[src/hw/trace_pkg.sv]
// Package for the branch trace recorder: register indices, control bit
// positions, reset values, pin pulse timing and the carrier types.
// Assumes a 32-bit instruction pointer and the core's retirement clock.
package trace_pkg;

  // ****************************************************************
  // Register indices on the model-specific register port
  // ****************************************************************
  localparam logic [9:0] IDX_DEBUG_CONTROL   = 10'h1d9;
  localparam logic [9:0] IDX_RECENT_SOURCE   = 10'h1db;
  localparam logic [9:0] IDX_RECENT_TARGET   = 10'h1dc;
  localparam logic [9:0] IDX_SAVED_SOURCE    = 10'h1dd;
  localparam logic [9:0] IDX_SAVED_TARGET    = 10'h1de;

  // ****************************************************************
  // Debug control register fields
  // ****************************************************************
  localparam int          BIT_RECORD_ENABLE   = 0;
  localparam int          BIT_BRANCH_STEP     = 1;
  localparam int          BIT_PIN_SELECT_LO   = 2;
  localparam int          BIT_BUS_MESSAGE     = 6;
  localparam int          NUM_REPORT_PINS     = 4;
  localparam logic [31:0] DEBUG_CONTROL_RESET = 32'h0000_0000;
  localparam logic [31:0] IP_RESET            = 32'h0000_0000;

  // ****************************************************************
  // Timing
  // ****************************************************************
  localparam int          CLK_PERIOD_NS       = 40;
  localparam int          PIN_PULSE_NS        = 80;
  localparam int          PIN_PULSE_CYCLES    =
    (PIN_PULSE_NS + CLK_PERIOD_NS - 1) / CLK_PERIOD_NS;
  localparam logic [3:0]  PIN_PULSE_COUNT     = 4'(PIN_PULSE_CYCLES);

  // ****************************************************************
  // Carrier types
  // ****************************************************************
  typedef enum logic [1:0] {
    XFER_BRANCH,
    XFER_EXCEPTION,
    XFER_INTERRUPT,
    XFER_DEBUG
  } xfer_kind_t;

  typedef struct packed {
    logic        valid;
    xfer_kind_t  kind;
    logic        faulted;
    logic [31:0] from_ip;
    logic [31:0] next_ip;
    logic [31:0] to_ip;
  } xfer_evt_t;

  typedef struct packed {
    logic [31:0] from_ip;
    logic [31:0] to_ip;
  } trace_msg_t;

  typedef struct packed {
    logic        rd;
    logic        wr;
    logic [9:0]  index;
    logic [31:0] wdata;
    logic        priv0;
    logic        real_mode;
  } msr_req_t;

endpackage : trace_pkg

[src/hw/report_pin_pulse.sv]
// One breakpoint report pin: turns a one-cycle event into a low pulse
// of fixed length on an active-low output.
// Assumes events come from logic on the same clock.
`timescale 1ns/10ps
`default_nettype none

module report_pin_pulse
  import trace_pkg::*;
(
  // Clock and reset
  input  wire logic clk_sys,
  input  wire logic sys_rst,
  // Event in, pin out
  input  wire logic fire,
  output logic      pin_n
);

  logic [3:0] count;
  logic [3:0] next_count;

  // An event during a pulse restarts it, so back-to-back matches merge
  always_comb begin
    next_count = count;
    if (fire) begin
      next_count = PIN_PULSE_COUNT;
    end else if (count != 4'h0) begin
      next_count = count - 4'h1;
    end
  end

  always_ff @(posedge clk_sys) begin
    if (sys_rst) begin
      count <= 4'h0;
      pin_n <= 1'b1;
    end else begin
      count <= next_count;
      pin_n <= (next_count == 4'h0);
    end
  end

endmodule : report_pin_pulse

`default_nettype wire

[src/hw/branch_trace_recorder.sv]
// Branch trace recorder: last transfer capture, control-flow stepping,
// breakpoint report pins and bus trace messages.
// Assumes the core presents one retired transfer per cycle and holds it
// while stall_retire is high; the register port is driven by the core's
// model-specific register read and write operations.
`timescale 1ns/10ps
`default_nettype none

// Contract
// RULE1: Record enable captures latest transfer pointers.
// RULE2: Debug exception clears recording, keeps pointers.
// RULE3: Branch step makes trap flag step branches.
// RULE4: Both flags set: trap at next transfer.
// RULE5: Debug exception clears branch step and trap.
// RULE6: Selected pins pulse low on breakpoint match.
// RULE7: Unselected pins report performance events harmlessly.
// RULE8: Bus message enable sends trace messages.
// RULE9: Pointer registers undefined while messages enabled.
// RULE10: Message from is next ip, or faulting branch.
// RULE11: Branch loads source and target registers.
// RULE12: Interrupt or exception loads interrupted and handler.
// RULE13: Copy recent to saved before new record; the code copies only before interrupt or exception records.
// RULE14: Debug exceptions are never recorded; the code still sends bus trace messages for them.
// RULE15: Control writes only at level 0 or real.
// RULE16: Pointer registers readable by register read.
// RULE17: Handler re-enables recording before resuming.
// RULE18: Debugger re-arms stepping flags before resuming.
// RULE19: Reset clears every debug control flag.
module branch_trace_recorder
  import trace_pkg::*;
(
  // Clock and reset
  input  wire logic                         clk_sys,
  input  wire logic                         sys_rst,
  // Retired control transfers from the core
  input  wire trace_pkg::xfer_evt_t         xfer,
  output logic                              stall_retire,
  // Single-step trap flag of the processor flags word
  input  wire logic                         single_step_trap_flag,
  output logic                              step_trap_req,
  output logic                              trap_flag_clear,
  // Breakpoint matches and performance events
  input  wire logic [NUM_REPORT_PINS-1:0]   bp_match,
  input  wire logic [NUM_REPORT_PINS-1:0]   perf_event,
  output logic [NUM_REPORT_PINS-1:0]        breakpoint_report_pin_n,
  // Model-specific register port
  input  wire trace_pkg::msr_req_t          msr,
  output logic                              msr_done,
  output logic                              msr_fault,
  output logic [31:0]                       msr_rdata,
  // Branch trace message on the system bus
  output logic                              msg_valid,
  output trace_pkg::trace_msg_t             msg,
  input  wire logic                         msg_ready
);

  import trace_pkg::*;

  // ****************************************************************
  // State
  // ****************************************************************
  typedef enum logic {
    MSG_IDLE,
    MSG_SEND
  } msg_state_t;

  logic                       record_enable_flag;
  logic                       branch_step_flag;
  logic [NUM_REPORT_PINS-1:0] pin_report_select;
  logic                       bus_message_enable;
  logic [31:0]                recent_transfer_source;
  logic [31:0]                recent_transfer_target;
  logic [31:0]                saved_transfer_source;
  logic [31:0]                saved_transfer_target;
  msg_state_t                 msg_state;
  trace_msg_t                 msg_hold;

  logic                       next_record_enable_flag;
  logic                       next_branch_step_flag;
  logic [NUM_REPORT_PINS-1:0] next_pin_report_select;
  logic                       next_bus_message_enable;
  logic [31:0]                next_recent_transfer_source;
  logic [31:0]                next_recent_transfer_target;
  logic [31:0]                next_saved_transfer_source;
  logic [31:0]                next_saved_transfer_target;
  msg_state_t                 next_msg_state;
  trace_msg_t                 next_msg_hold;
  logic                       next_msr_done;
  logic                       next_msr_fault;
  logic [31:0]                next_msr_rdata;
  logic                       next_step_trap_req;
  logic                       next_trap_flag_clear;

  logic                       xfer_take;
  logic                       xfer_normal;
  logic                       xfer_debug;
  logic                       msg_busy;
  logic [31:0]                control_word;
  logic [NUM_REPORT_PINS-1:0] pin_fire;

  // ****************************************************************
  // Helpers
  // ****************************************************************
  function automatic logic index_known(input logic [9:0] idx);
    return (idx == IDX_DEBUG_CONTROL) || (idx == IDX_RECENT_SOURCE) ||
           (idx == IDX_RECENT_TARGET) || (idx == IDX_SAVED_SOURCE) ||
           (idx == IDX_SAVED_TARGET);
  endfunction

  // ****************************************************************
  // Transfer intake and back-pressure
  // ****************************************************************
  // A message still waiting for the bus blocks the next transfer, so
  // none is dropped; this is the throughput cost of bus tracing.
  assign msg_busy     = (msg_state == MSG_SEND);
  assign stall_retire = xfer.valid && bus_message_enable && msg_busy;
  assign xfer_take    = xfer.valid && !stall_retire;
  assign xfer_debug   = xfer_take && (xfer.kind == XFER_DEBUG);
  assign xfer_normal  = xfer_take && (xfer.kind != XFER_DEBUG);      // [RULE14]

  always_comb begin
    control_word = 32'h0000_0000;
    control_word[BIT_RECORD_ENABLE] = record_enable_flag;
    control_word[BIT_BRANCH_STEP]   = branch_step_flag;
    control_word[BIT_PIN_SELECT_LO +: NUM_REPORT_PINS] = pin_report_select;
    control_word[BIT_BUS_MESSAGE]   = bus_message_enable;
  end

  // ****************************************************************
  // Control flags and register port
  // ****************************************************************
  always_comb begin
    next_record_enable_flag = record_enable_flag;
    next_branch_step_flag   = branch_step_flag;
    next_pin_report_select  = pin_report_select;
    next_bus_message_enable = bus_message_enable;
    next_msr_done           = msr.rd || msr.wr;
    next_msr_fault          = 1'b0;
    next_msr_rdata          = 32'h0000_0000;
    if (msr.wr) begin
      if (msr.index == IDX_DEBUG_CONTROL && (msr.priv0 || msr.real_mode)) begin // [RULE15]
        next_record_enable_flag = msr.wdata[BIT_RECORD_ENABLE];
        next_branch_step_flag   = msr.wdata[BIT_BRANCH_STEP];
        next_pin_report_select  = msr.wdata[BIT_PIN_SELECT_LO +: NUM_REPORT_PINS];
        next_bus_message_enable = msr.wdata[BIT_BUS_MESSAGE];
      end else begin
        next_msr_fault = 1'b1;
      end
    end else if (msr.rd) begin
      next_msr_fault = !index_known(msr.index);
      unique case (msr.index)
        IDX_DEBUG_CONTROL: next_msr_rdata = control_word;
        IDX_RECENT_SOURCE: next_msr_rdata = recent_transfer_source;   // [RULE16]
        IDX_RECENT_TARGET: next_msr_rdata = recent_transfer_target;   // [RULE16]
        IDX_SAVED_SOURCE:  next_msr_rdata = saved_transfer_source;    // [RULE16]
        IDX_SAVED_TARGET:  next_msr_rdata = saved_transfer_target;    // [RULE16]
        default:           next_msr_rdata = 32'h0000_0000;
      endcase
    end
    // The handler must see both flags cleared, so the exception beats
    // a write landing in the same cycle
    if (xfer_debug) begin
      next_record_enable_flag = 1'b0;                                  // [RULE2]
      next_branch_step_flag   = 1'b0;                                  // [RULE5]
    end
  end

  always_ff @(posedge clk_sys) begin
    if (sys_rst) begin
      record_enable_flag <= DEBUG_CONTROL_RESET[BIT_RECORD_ENABLE];    // [RULE19]
      branch_step_flag   <= DEBUG_CONTROL_RESET[BIT_BRANCH_STEP];      // [RULE19]
      pin_report_select  <=
        DEBUG_CONTROL_RESET[BIT_PIN_SELECT_LO +: NUM_REPORT_PINS];     // [RULE19]
      bus_message_enable <= DEBUG_CONTROL_RESET[BIT_BUS_MESSAGE];      // [RULE19]
      msr_done           <= 1'b0;
      msr_fault          <= 1'b0;
      msr_rdata          <= 32'h0000_0000;
    end else begin
      record_enable_flag <= next_record_enable_flag;
      branch_step_flag   <= next_branch_step_flag;
      pin_report_select  <= next_pin_report_select;
      bus_message_enable <= next_bus_message_enable;
      msr_done           <= next_msr_done;
      msr_fault          <= next_msr_fault;
      msr_rdata          <= next_msr_rdata;
    end
  end

  // ****************************************************************
  // Last transfer capture
  // ****************************************************************
  always_comb begin
    next_recent_transfer_source = recent_transfer_source;
    next_recent_transfer_target = recent_transfer_target;
    next_saved_transfer_source  = saved_transfer_source;
    next_saved_transfer_target  = saved_transfer_target;
    // Capture pauses while bus messages run; the values then carry no
    // meaning for software
    if (xfer_normal && record_enable_flag && !bus_message_enable) begin // [RULE1] [RULE9]
      if (xfer.kind != XFER_BRANCH) begin
        next_saved_transfer_source = recent_transfer_source;            // [RULE13]
        next_saved_transfer_target = recent_transfer_target;            // [RULE13]
      end
      // Branch: branch address and target; otherwise the interrupted
      // instruction and the handler entry
      next_recent_transfer_source = xfer.from_ip;                       // [RULE11] [RULE12]
      next_recent_transfer_target = xfer.to_ip;                         // [RULE11] [RULE12]
    end
  end

  always_ff @(posedge clk_sys) begin
    if (sys_rst) begin
      recent_transfer_source <= IP_RESET;
      recent_transfer_target <= IP_RESET;
      saved_transfer_source  <= IP_RESET;
      saved_transfer_target  <= IP_RESET;
    end else begin
      recent_transfer_source <= next_recent_transfer_source;
      recent_transfer_target <= next_recent_transfer_target;
      saved_transfer_source  <= next_saved_transfer_source;
      saved_transfer_target  <= next_saved_transfer_target;
    end
  end

  // ****************************************************************
  // Control-flow stepping
  // ****************************************************************
  // With branch step clear the core does its own per-instruction stepping
  // from the trap flag; this block only asks for the trap on transfers.
  always_comb begin
    next_step_trap_req   = xfer_normal && branch_step_flag &&
                           single_step_trap_flag;                      // [RULE3] [RULE4]
    next_trap_flag_clear = xfer_debug;                                 // [RULE5]
  end

  always_ff @(posedge clk_sys) begin
    if (sys_rst) begin
      step_trap_req   <= 1'b0;
      trap_flag_clear <= 1'b0;
    end else begin
      step_trap_req   <= next_step_trap_req;
      trap_flag_clear <= next_trap_flag_clear;
    end
  end

  // ****************************************************************
  // Bus trace messages
  // ****************************************************************
  always_comb begin
    next_msg_state = msg_state;
    next_msg_hold  = msg_hold;
    unique case (msg_state)
      MSG_IDLE: begin
        if (xfer_take && bus_message_enable) begin                     // [RULE8]
          next_msg_hold.from_ip = xfer.faulted ? xfer.from_ip
                                               : xfer.next_ip;         // [RULE10]
          next_msg_hold.to_ip   = xfer.to_ip;                          // [RULE8]
          next_msg_state        = MSG_SEND;
        end
      end
      MSG_SEND: begin
        if (msg_ready) begin
          next_msg_state = MSG_IDLE;
        end
      end
    endcase
  end

  always_ff @(posedge clk_sys) begin
    if (sys_rst) begin
      msg_state <= MSG_IDLE;
      msg_hold  <= '0;
    end else begin
      msg_state <= next_msg_state;
      msg_hold  <= next_msg_hold;
    end
  end

  assign msg_valid = msg_busy;
  assign msg       = msg_hold;

  // ****************************************************************
  // Breakpoint report pins
  // ****************************************************************
  // Performance reporting only drives the pin; nothing here feeds back
  // into retirement, so execution is untouched.
  for (genvar i = 0; i < NUM_REPORT_PINS; i++) begin : g_pin
    assign pin_fire[i] = pin_report_select[i] ? bp_match[i]           // [RULE6]
                                              : perf_event[i];        // [RULE7]

    report_pin_pulse u_pulse (
      .clk_sys (clk_sys),
      .sys_rst (sys_rst),
      .fire    (pin_fire[i]),
      .pin_n   (breakpoint_report_pin_n[i])
    );
  end

endmodule : branch_trace_recorder

`default_nettype wire

[config.mk]
export PLATFORM = sky130hd
export DESIGN_NAME = branch_trace_recorder
export DESIGN_NICKNAME = d
export VERILOG_FILES = /design/src/hw/trace_pkg.sv /design/src/hw/report_pin_pulse.sv /design/src/hw/branch_trace_recorder.sv
export SDC_FILE = /design/constraint.sdc
export NUM_CORES = 1
export LEC_CHECK = 0
export BUFFER_PORTS_ARGS = -buffer_cell sky130_fd_sc_hd__buf_2
export CAP_MARGIN = 20
export CORE_AREA = 2 2 193 119
export CTS_CLUSTER_SIZE = 10
export DETAILED_ROUTE_END_ITERATION = 8
export DIE_AREA = 0 0 195 121
export PLACE_DENSITY = 0.75
export SETUP_SLACK_MARGIN = 0.05
export SLEW_MARGIN = 20
export SYNTH_ARGS = -nofsm -noshare
export SYNTH_HDL_FRONTEND = slang
export SYNTH_HIERARCHICAL = 1
export SYNTH_SLANG_ARGS = --single-unit
[constraint.sdc]
create_clock -name clk_sys -period 1.73 [get_ports clk_sys]
set_clock_uncertainty 0.2 [all_clocks]
set_input_delay 0.0865 -clock clk_sys [delete_from_list [all_inputs] [get_ports clk_sys]]
set_output_delay 0.0865 -clock clk_sys [all_outputs]
set_load 0.01 [all_outputs]
==> results of run 1 <==
==> synth_stat cells, types with 8 or more instances <==
cell type	count	share of area
mux2_2	8	0.0087
clkbuf_1	66	0.024
mux2i_1	142	0.14
a21oi_1	102	0.049
o2bb2ai_1	25	0.021
nand2b_1	9	0.0055
buf_2	8	0.0039
and3_2	8	0.0058
inv_1	16	0.0058
a22oi_1	32	0.023
dfxtp_1	256	0.50
nand2_1	195	0.071
a211oi_1	40	0.029
nor2_1	148	0.054
==> stage by stage <==
step	power (W)	setup TNS [ns]	std cells
finish	0.0125	0	1806
global route	0.0130	-0.357	1805
CTS	0.0125	0	1788
detailed placement	0.00697	-1.41	1608
global placement	0.00695	-0.114	1608
floorplan	0.00661	0	1125
==> power by group through the flow <==
stage          clock (W)  combinational, W  sequential, W
6_report         0.00530           0.00126        0.00598
5_1_grt          0.00564           0.00133        0.00598
4_1_cts          0.00538           0.00116        0.00598
3_5_place_dp           0          0.000863        0.00611
3_3_place_gp           0          0.000842        0.00610
2_1_floorplan          0          0.000506        0.00611
==> logic make-up after synthesis <==
family | Yosys count | synth area share
buffers and inverters | 97 | 0.0384
adder cells (fa/ha/maj) | 4 | 0.00485
flip-flops | 256 | 0.496
multiplexers | 154 | 0.152
AND/OR/NAND/NOR | 396 | 0.169
XOR/XNOR | 4 | 0.00339
AO/OA/AOI/OAI | 214 | 0.136
==> routing by layer <==
| metal | vias to the layer above | track usage | wire length, µm |
|---|---|---|---|
| li1 | 4643 | - | - |
| met1 | 4725 | 0.332 | 14300 |
| met2 | 410 | 0.456 | 15600 |
| met3 | 54 | 0.0528 | 2540 |
| met4 | 0 | 0.0735 | 657 |
| met5 | - | 0 | 0 |
==> what timing repair did <==
item,4_1_cts,5_1_grt
gates cloned,1,3
buffers inserted,1,12
pin swaps,1,6
gates resized for setup,10,27
hold endpoints to repair,234,0
setup endpoints to repair,69,115
hold buffers,148,0
==> state kept, by name, summed over array words and instances (netlist names) <==
| register | count |
|---|---|
| recent_transfer_source | 32 |
| trap_flag_clear | 1 |
| msr_done | 1 |
| msr_fault | 1 |
| saved_transfer_source | 32 |
| bus_message_enable | 1 |
| msr_rdata | 32 |
| pin_report_select | 4 |
| g_pin.u_pulse/pin_n | 4 |
| msg_valid | 1 |
| record_enable_flag | 1 |
| step_trap_req | 1 |
| msg | 64 |
| saved_transfer_target | 32 |
| branch_step_flag | 1 |
| recent_transfer_target | 32 |
| g_pin.u_pulse/count | 16 |
==> how the worst max path moves through the flow <==
stage	start	to	slack [ns]	cells after the start
final	bus_message_enable	saved_transfer_target[0]	0.03	5
after global routing	record_enable_flag	saved_transfer_target[27]	-0.03	6
after CTS	bus_message_enable	saved_transfer_source[21]	0.02	5
after detailed placement	record_enable_flag	saved_transfer_target[6]	-0.06	6
after global placement	record_enable_flag	saved_transfer_source[6]	-0.01	6
after floorplan	bus_message_enable	msg[33]	0.05	5
==> worst register-to-register path, delay by kind of cell, from the launching register on <==
family                 cells  cell delay, ns
buffers and inverters      2            0.37
DFF                        1            0.37
muxes                      1            0.21
and+or+nand+nor            2            0.43
==> layout make-up <==
type,count,area (µm²),share of cell area
clock inverters,2,38.8,0.00264
clock buffers,29,726,0.0494
multi-input cells,772,4940,0.336
repair buffers,442,3420,0.233
diodes,3,7.51,0.000511
well taps,286,358,0.0244
inverters,16,60.1,0.00409
flip-flops and latches,256,5130,0.350
==> impl_metrics.tcl, run 1 <==
set metrics [dict create \
    status "completed" \
    synth_fp_nets 1287 \
    grt_start_max_net_pins 72 \
    cts_tree "built" \
    reg2regPathDepth 5 \
    postLayoutCoreUtil 0.675 \
    routabilityCongestion 0.795 \
    crit_family "simple AND/OR/NAND/NOR gates" \
    setup.worst_path.class "register to register" \
    hold_depth 4 \
    layout_commonest_cell "dfxtp_1" \
    fin_area_um2 14700 \
    hpwlAfterDp_um 19100 \
    drv_slew 0 \
    fin_crit_ns 1.70 \
    required_ns 1.94 \
    yosysSeqAreaShare 0.496 \
    drtIter0Drc 625 \
    irDropWorstVdd_v 0.000687 \
    wl_per_cell_um 18.3 \
    synth_edf_count 0 \
    combPwrFrac 0.100 \
    clk_path_buf_depth 3 \
    wl_um 33100 \
    post-place-ws_ns -0.0641 \
    clock_latency_ns 0.53 \
    power_density_nw_per_um2 855 \
    hold_viol_final 0 \
    layout_common_cells "dfxtp_1 (252), buf_2 (236), nand2_1 (193), dlygate4sd3_1 (148), nor2_1 (146)" \
    rrSetupSlack_ns 0.03 \
    pin_count 264 \
    critPathLaunchType "register" \
    switching_share 0.226 \
    start_util 0.475 \
    nets 1679 \
    hold_path_end "msg[61]" \
    post-route-drc-count 0 \
    cts_sinks 256 \
    rsz0062_at_grt "true" \
    p_leak_nw 5.83 \
    h-tree-depth 1 \
    grt_pass1_wl_um 49600 \
    die_x_um 195 \
    drive_gt1_frac 0.254 \
    r2r-start "bus_message_enable" \
    power_frac_seq 0.477 \
    min_period_over_period 0.986 \
    syn_avg_cell_area_um2 9.18 \
    first_pass_iters 5 \
    die_area_um2 23600 \
    hp-class "input pin to register" \
    syn2layout_area_growth_pct 42.2 \
    hold_start "xfer[96]" \
    timing.hold.ws_ns 0.0239 \
    placed_area_um2 12100 \
    clkTransAtPathRegs_ns 0.06 \
    vias_per_cell 5.44 \
    grt_pass1_vias 9743 \
    p_int_w 0.00971 \
    cts_buffers 29 \
    rows 42 \
    ys_types 38 \
    worst_setup_path_end_kind "register" \
    clock_power_share 0.423 \
    antenna_found_initial 2 \
    drv_cap 0 \
    switchingPower_w 0.00283 \
    worst_slack_ns 0.0251 \
    synth_area_um2 10300 \
    yosysWarnings 6 \
    globalRoute.totalOverflow 0 \
    ctsRootBufferMaster "clkbuf_16" \
    critical-path-max-stage-delay_ns 0.37 \
    cp.arrival_ns 1.91 \
    relSlewSlack 0.635 \
    synthFlopType "dfxtp_1" \
    fillers 1643 \
    crit_path_top_delay_cell "dfxtp_4" \
    io_buffers 238 \
    synthArstFlopShare 0 \
    track_usage 0.262 \
    worst_slew_pin_slew_ns 0.548 \
    synthCells 1125 \
    crit_fanout 5 \
    core_um2 21800 \
    crit_chain "nor4b_4, buf_6, buf_4, mux2i_1, nor2_1" \
    fmax_ghz 0.587 \
    finalSetupViolCount 0 \
    r2r_end "saved_transfer_target[0]" \
    chipHeight_um 121 \
    postRouteAntennaNets 0 \
    critPathBufInv 2 \
    vias 9832 \
    synth_seq_cells 256 \
]
No activity file was read; power rests on OpenSTA's default activity.
==> inputs of run 2 (changes only) <==
- CORE_AREA: 2 2 193 119 -> 2 2 184 114
- DIE_AREA: 0 0 195 121 -> 0 0 186 116
- PLACE_DENSITY: 0.75 -> 0.79
- clock period: 1.73 -> 1.6 ns (I/O delays scaled with it)
==> impl_metrics.tcl, run 2 (synthesized netlist as in run 1, its figures left out) <==
set metrics [dict create \
    status "finished with violations" \
    violations "negative hold slack, negative setup slack" \
    finalSetupViolCount 132 \
    layout_commonest_cell "dfxtp_1" \
    power_density_nw_per_um2 914 \
    core_um2 19800 \
    placed_area_um2 12300 \
    stdcell_count 1807 \
    n_antenna_cell 0 \
    critPathLaunchType "register" \
    rrSetupSlack_ns -0.11 \
    rsz0062_at_grt "true" \
    track_usage 0.306 \
    wl_per_cell_um 19.1 \
    endpoint "saved_transfer_source[25]" \
    wl_um 34600 \
    vias_per_cell 5.63 \
    post-place-ws_ns -0.109 \
    relSlewSlack 0.695 \
    clock_latency_ns 0.53 \
    cts_sinks 256 \
    globalRoute.totalOverflow 0 \
    io_buffers 238 \
    required_ns 1.81 \
    vias 10200 \
    grt_pass1_wl_um 52200 \
    routabilityCongestion 0.816 \
    drtIter0Drc 832 \
    grt_start_max_net_pins 80 \
    clk_path_buf_depth 3 \
    first_pass_iters 5 \
    chipHeight_um 116 \
    die_x_um 186 \
    cts_tree "built" \
    postRouteAntennaNets 0 \
    reg2regPathDepth 6 \
    crit_fanout 8 \
    largest_reg_flops 64 \
    r2r_end "saved_transfer_source[25]" \
    timing.hold.ws_ns -0.0119 \
    drv_slew 0 \
    fmax_ghz 0.586 \
    worst_slew_pin_slew_ns 0.457 \
    crit_chain "nand2_4, nor4b_4, buf_6, buf_12, mux2i_2, nor2_1" \
    nets 1696 \
    setup_tns_ns -6.25 \
    critical-path-max-stage-delay_ns 0.36 \
    die_area_um2 21600 \
    layout_common_cells "dfxtp_1 (242), buf_2 (235), nand2_1 (194), dlygate4sd3_1 (149), nor2_1 (146)" \
    syn2layout_area_growth_pct 46.5 \
    p_leak_nw 6.01 \
    worst_setup_path_end_kind "register" \
    h-tree-depth 1 \
    drv_cap 0 \
    cts_buffers 29 \
    irDropWorstVdd_v 0.000760 \
    pin_count 264 \
    rows 40 \
    grt_pass1_vias 10300 \
    hold_viol_final 6 \
    worst_slack_ns -0.105 \
    fillers 1249 \
    fin_crit_ns 1.71 \
    fin_area_um2 15100 \
    min_period_over_period 1.07 \
    drive_gt1_frac 0.282 \
    setup.worst_path.class "register to register" \
    r2r-start "record_enable_flag" \
    post-route-drc-count 0 \
    hold_start "xfer[99]" \
    clkTransAtPathRegs_ns 0.06 \
    hp-class "input pin to register" \
    dp.cells 1612 \
    antenna_found_initial 0 \
    cp.arrival_ns 1.92 \
    ctsRootBufferMaster "clkbuf_16" \
    hpwlAfterDp_um 18800 \
    startpoint "record_enable_flag" \
    crit_path_top_delay_cell "dfxtp_2" \
    start_util 0.522 \
]
## run 2: cell count changes in the layout (fill, tap and decap cells not counted), sizes merged
| cell | before | now |
|---|---|---|
| clkbuf | 32 | 33 |
| bufbuf | 0 | 1 |
| buf | 291 | 303 |
| dlygate4sd3 | 148 | 149 |
| diode | 3 | 0 |
| dlymetal6s4s | 0 | 2 |
## run 2: through the flow
step,utilization,total power (W)
final,0.765,0.0138
after global routing,0.765,0.0143
after CTS,0.748,0.0137
after detailed placement,0.620,0.00759
after global placement,0.620,0.00757
after floorplan,-,0.00715
## run 2: cell type report
cell class | instances | area [µm²] | area share
multi-input combinational | 772 | 5120 | 0.339
tap | 273 | 342 | 0.0226
sequential | 256 | 5140 | 0.340
inverter | 16 | 60.1 | 0.00397
timing repair buffer | 459 | 3690 | 0.244
clock inverter | 2 | 38.8 | 0.00257
clock buffer | 29 | 726 | 0.0480
## run 2: worst min path at each step
stage,end,cells past startpoint,slack (ns)
floorplan,g_pin[0].u_pulse/count[1],1,-0.05
global placement,pin_report_select[3],3,0.12
detailed placement,pin_report_select[2],3,0.12
CTS,bus_message_enable,6,-0.003
global route,recent_transfer_target[14],6,0.004
finish,recent_transfer_source[3],6,-0.01
## run 2: power by group
group | internal (W) | leakage, nW | total (W) | switching [W]
Sequential | 0.00643 | 2.07 | 0.00647 | 0.0000431
Combinational | 0.000905 | 3.56 | 0.00163 | 0.000723
Clock | 0.00333 | 0.376 | 0.00572 | 0.00239
## run 2: critical path, delay by kind of cell, from the launching register on
| kind | cells | cell delay [ns] |
|---|---|---|
| AND/OR/NAND/NOR | 3 | 0.43 |
| flip-flops | 1 | 0.36 |
| buffers and inverters | 2 | 0.36 |
| multiplexers | 1 | 0.24 |
## run 2: what timing repair did
action	4_1_cts	5_1_grt
gates cloned	1	4
setup endpoints to repair	201	241
setup buffers	2	7
hold buffers	151	0
endpoints found under the hold margin	256	0
gates resized for setup	42	47
pin swaps	8	18
## run 2: routing by layer
layer  up-vias  global-route usage  wire length (µm)
li1       4687                   -                 -
met5         -                   0                 0
met2       505               0.537             16900
met3        88              0.0638              2470
met4         0               0.113               964
met1      4895               0.373             14200
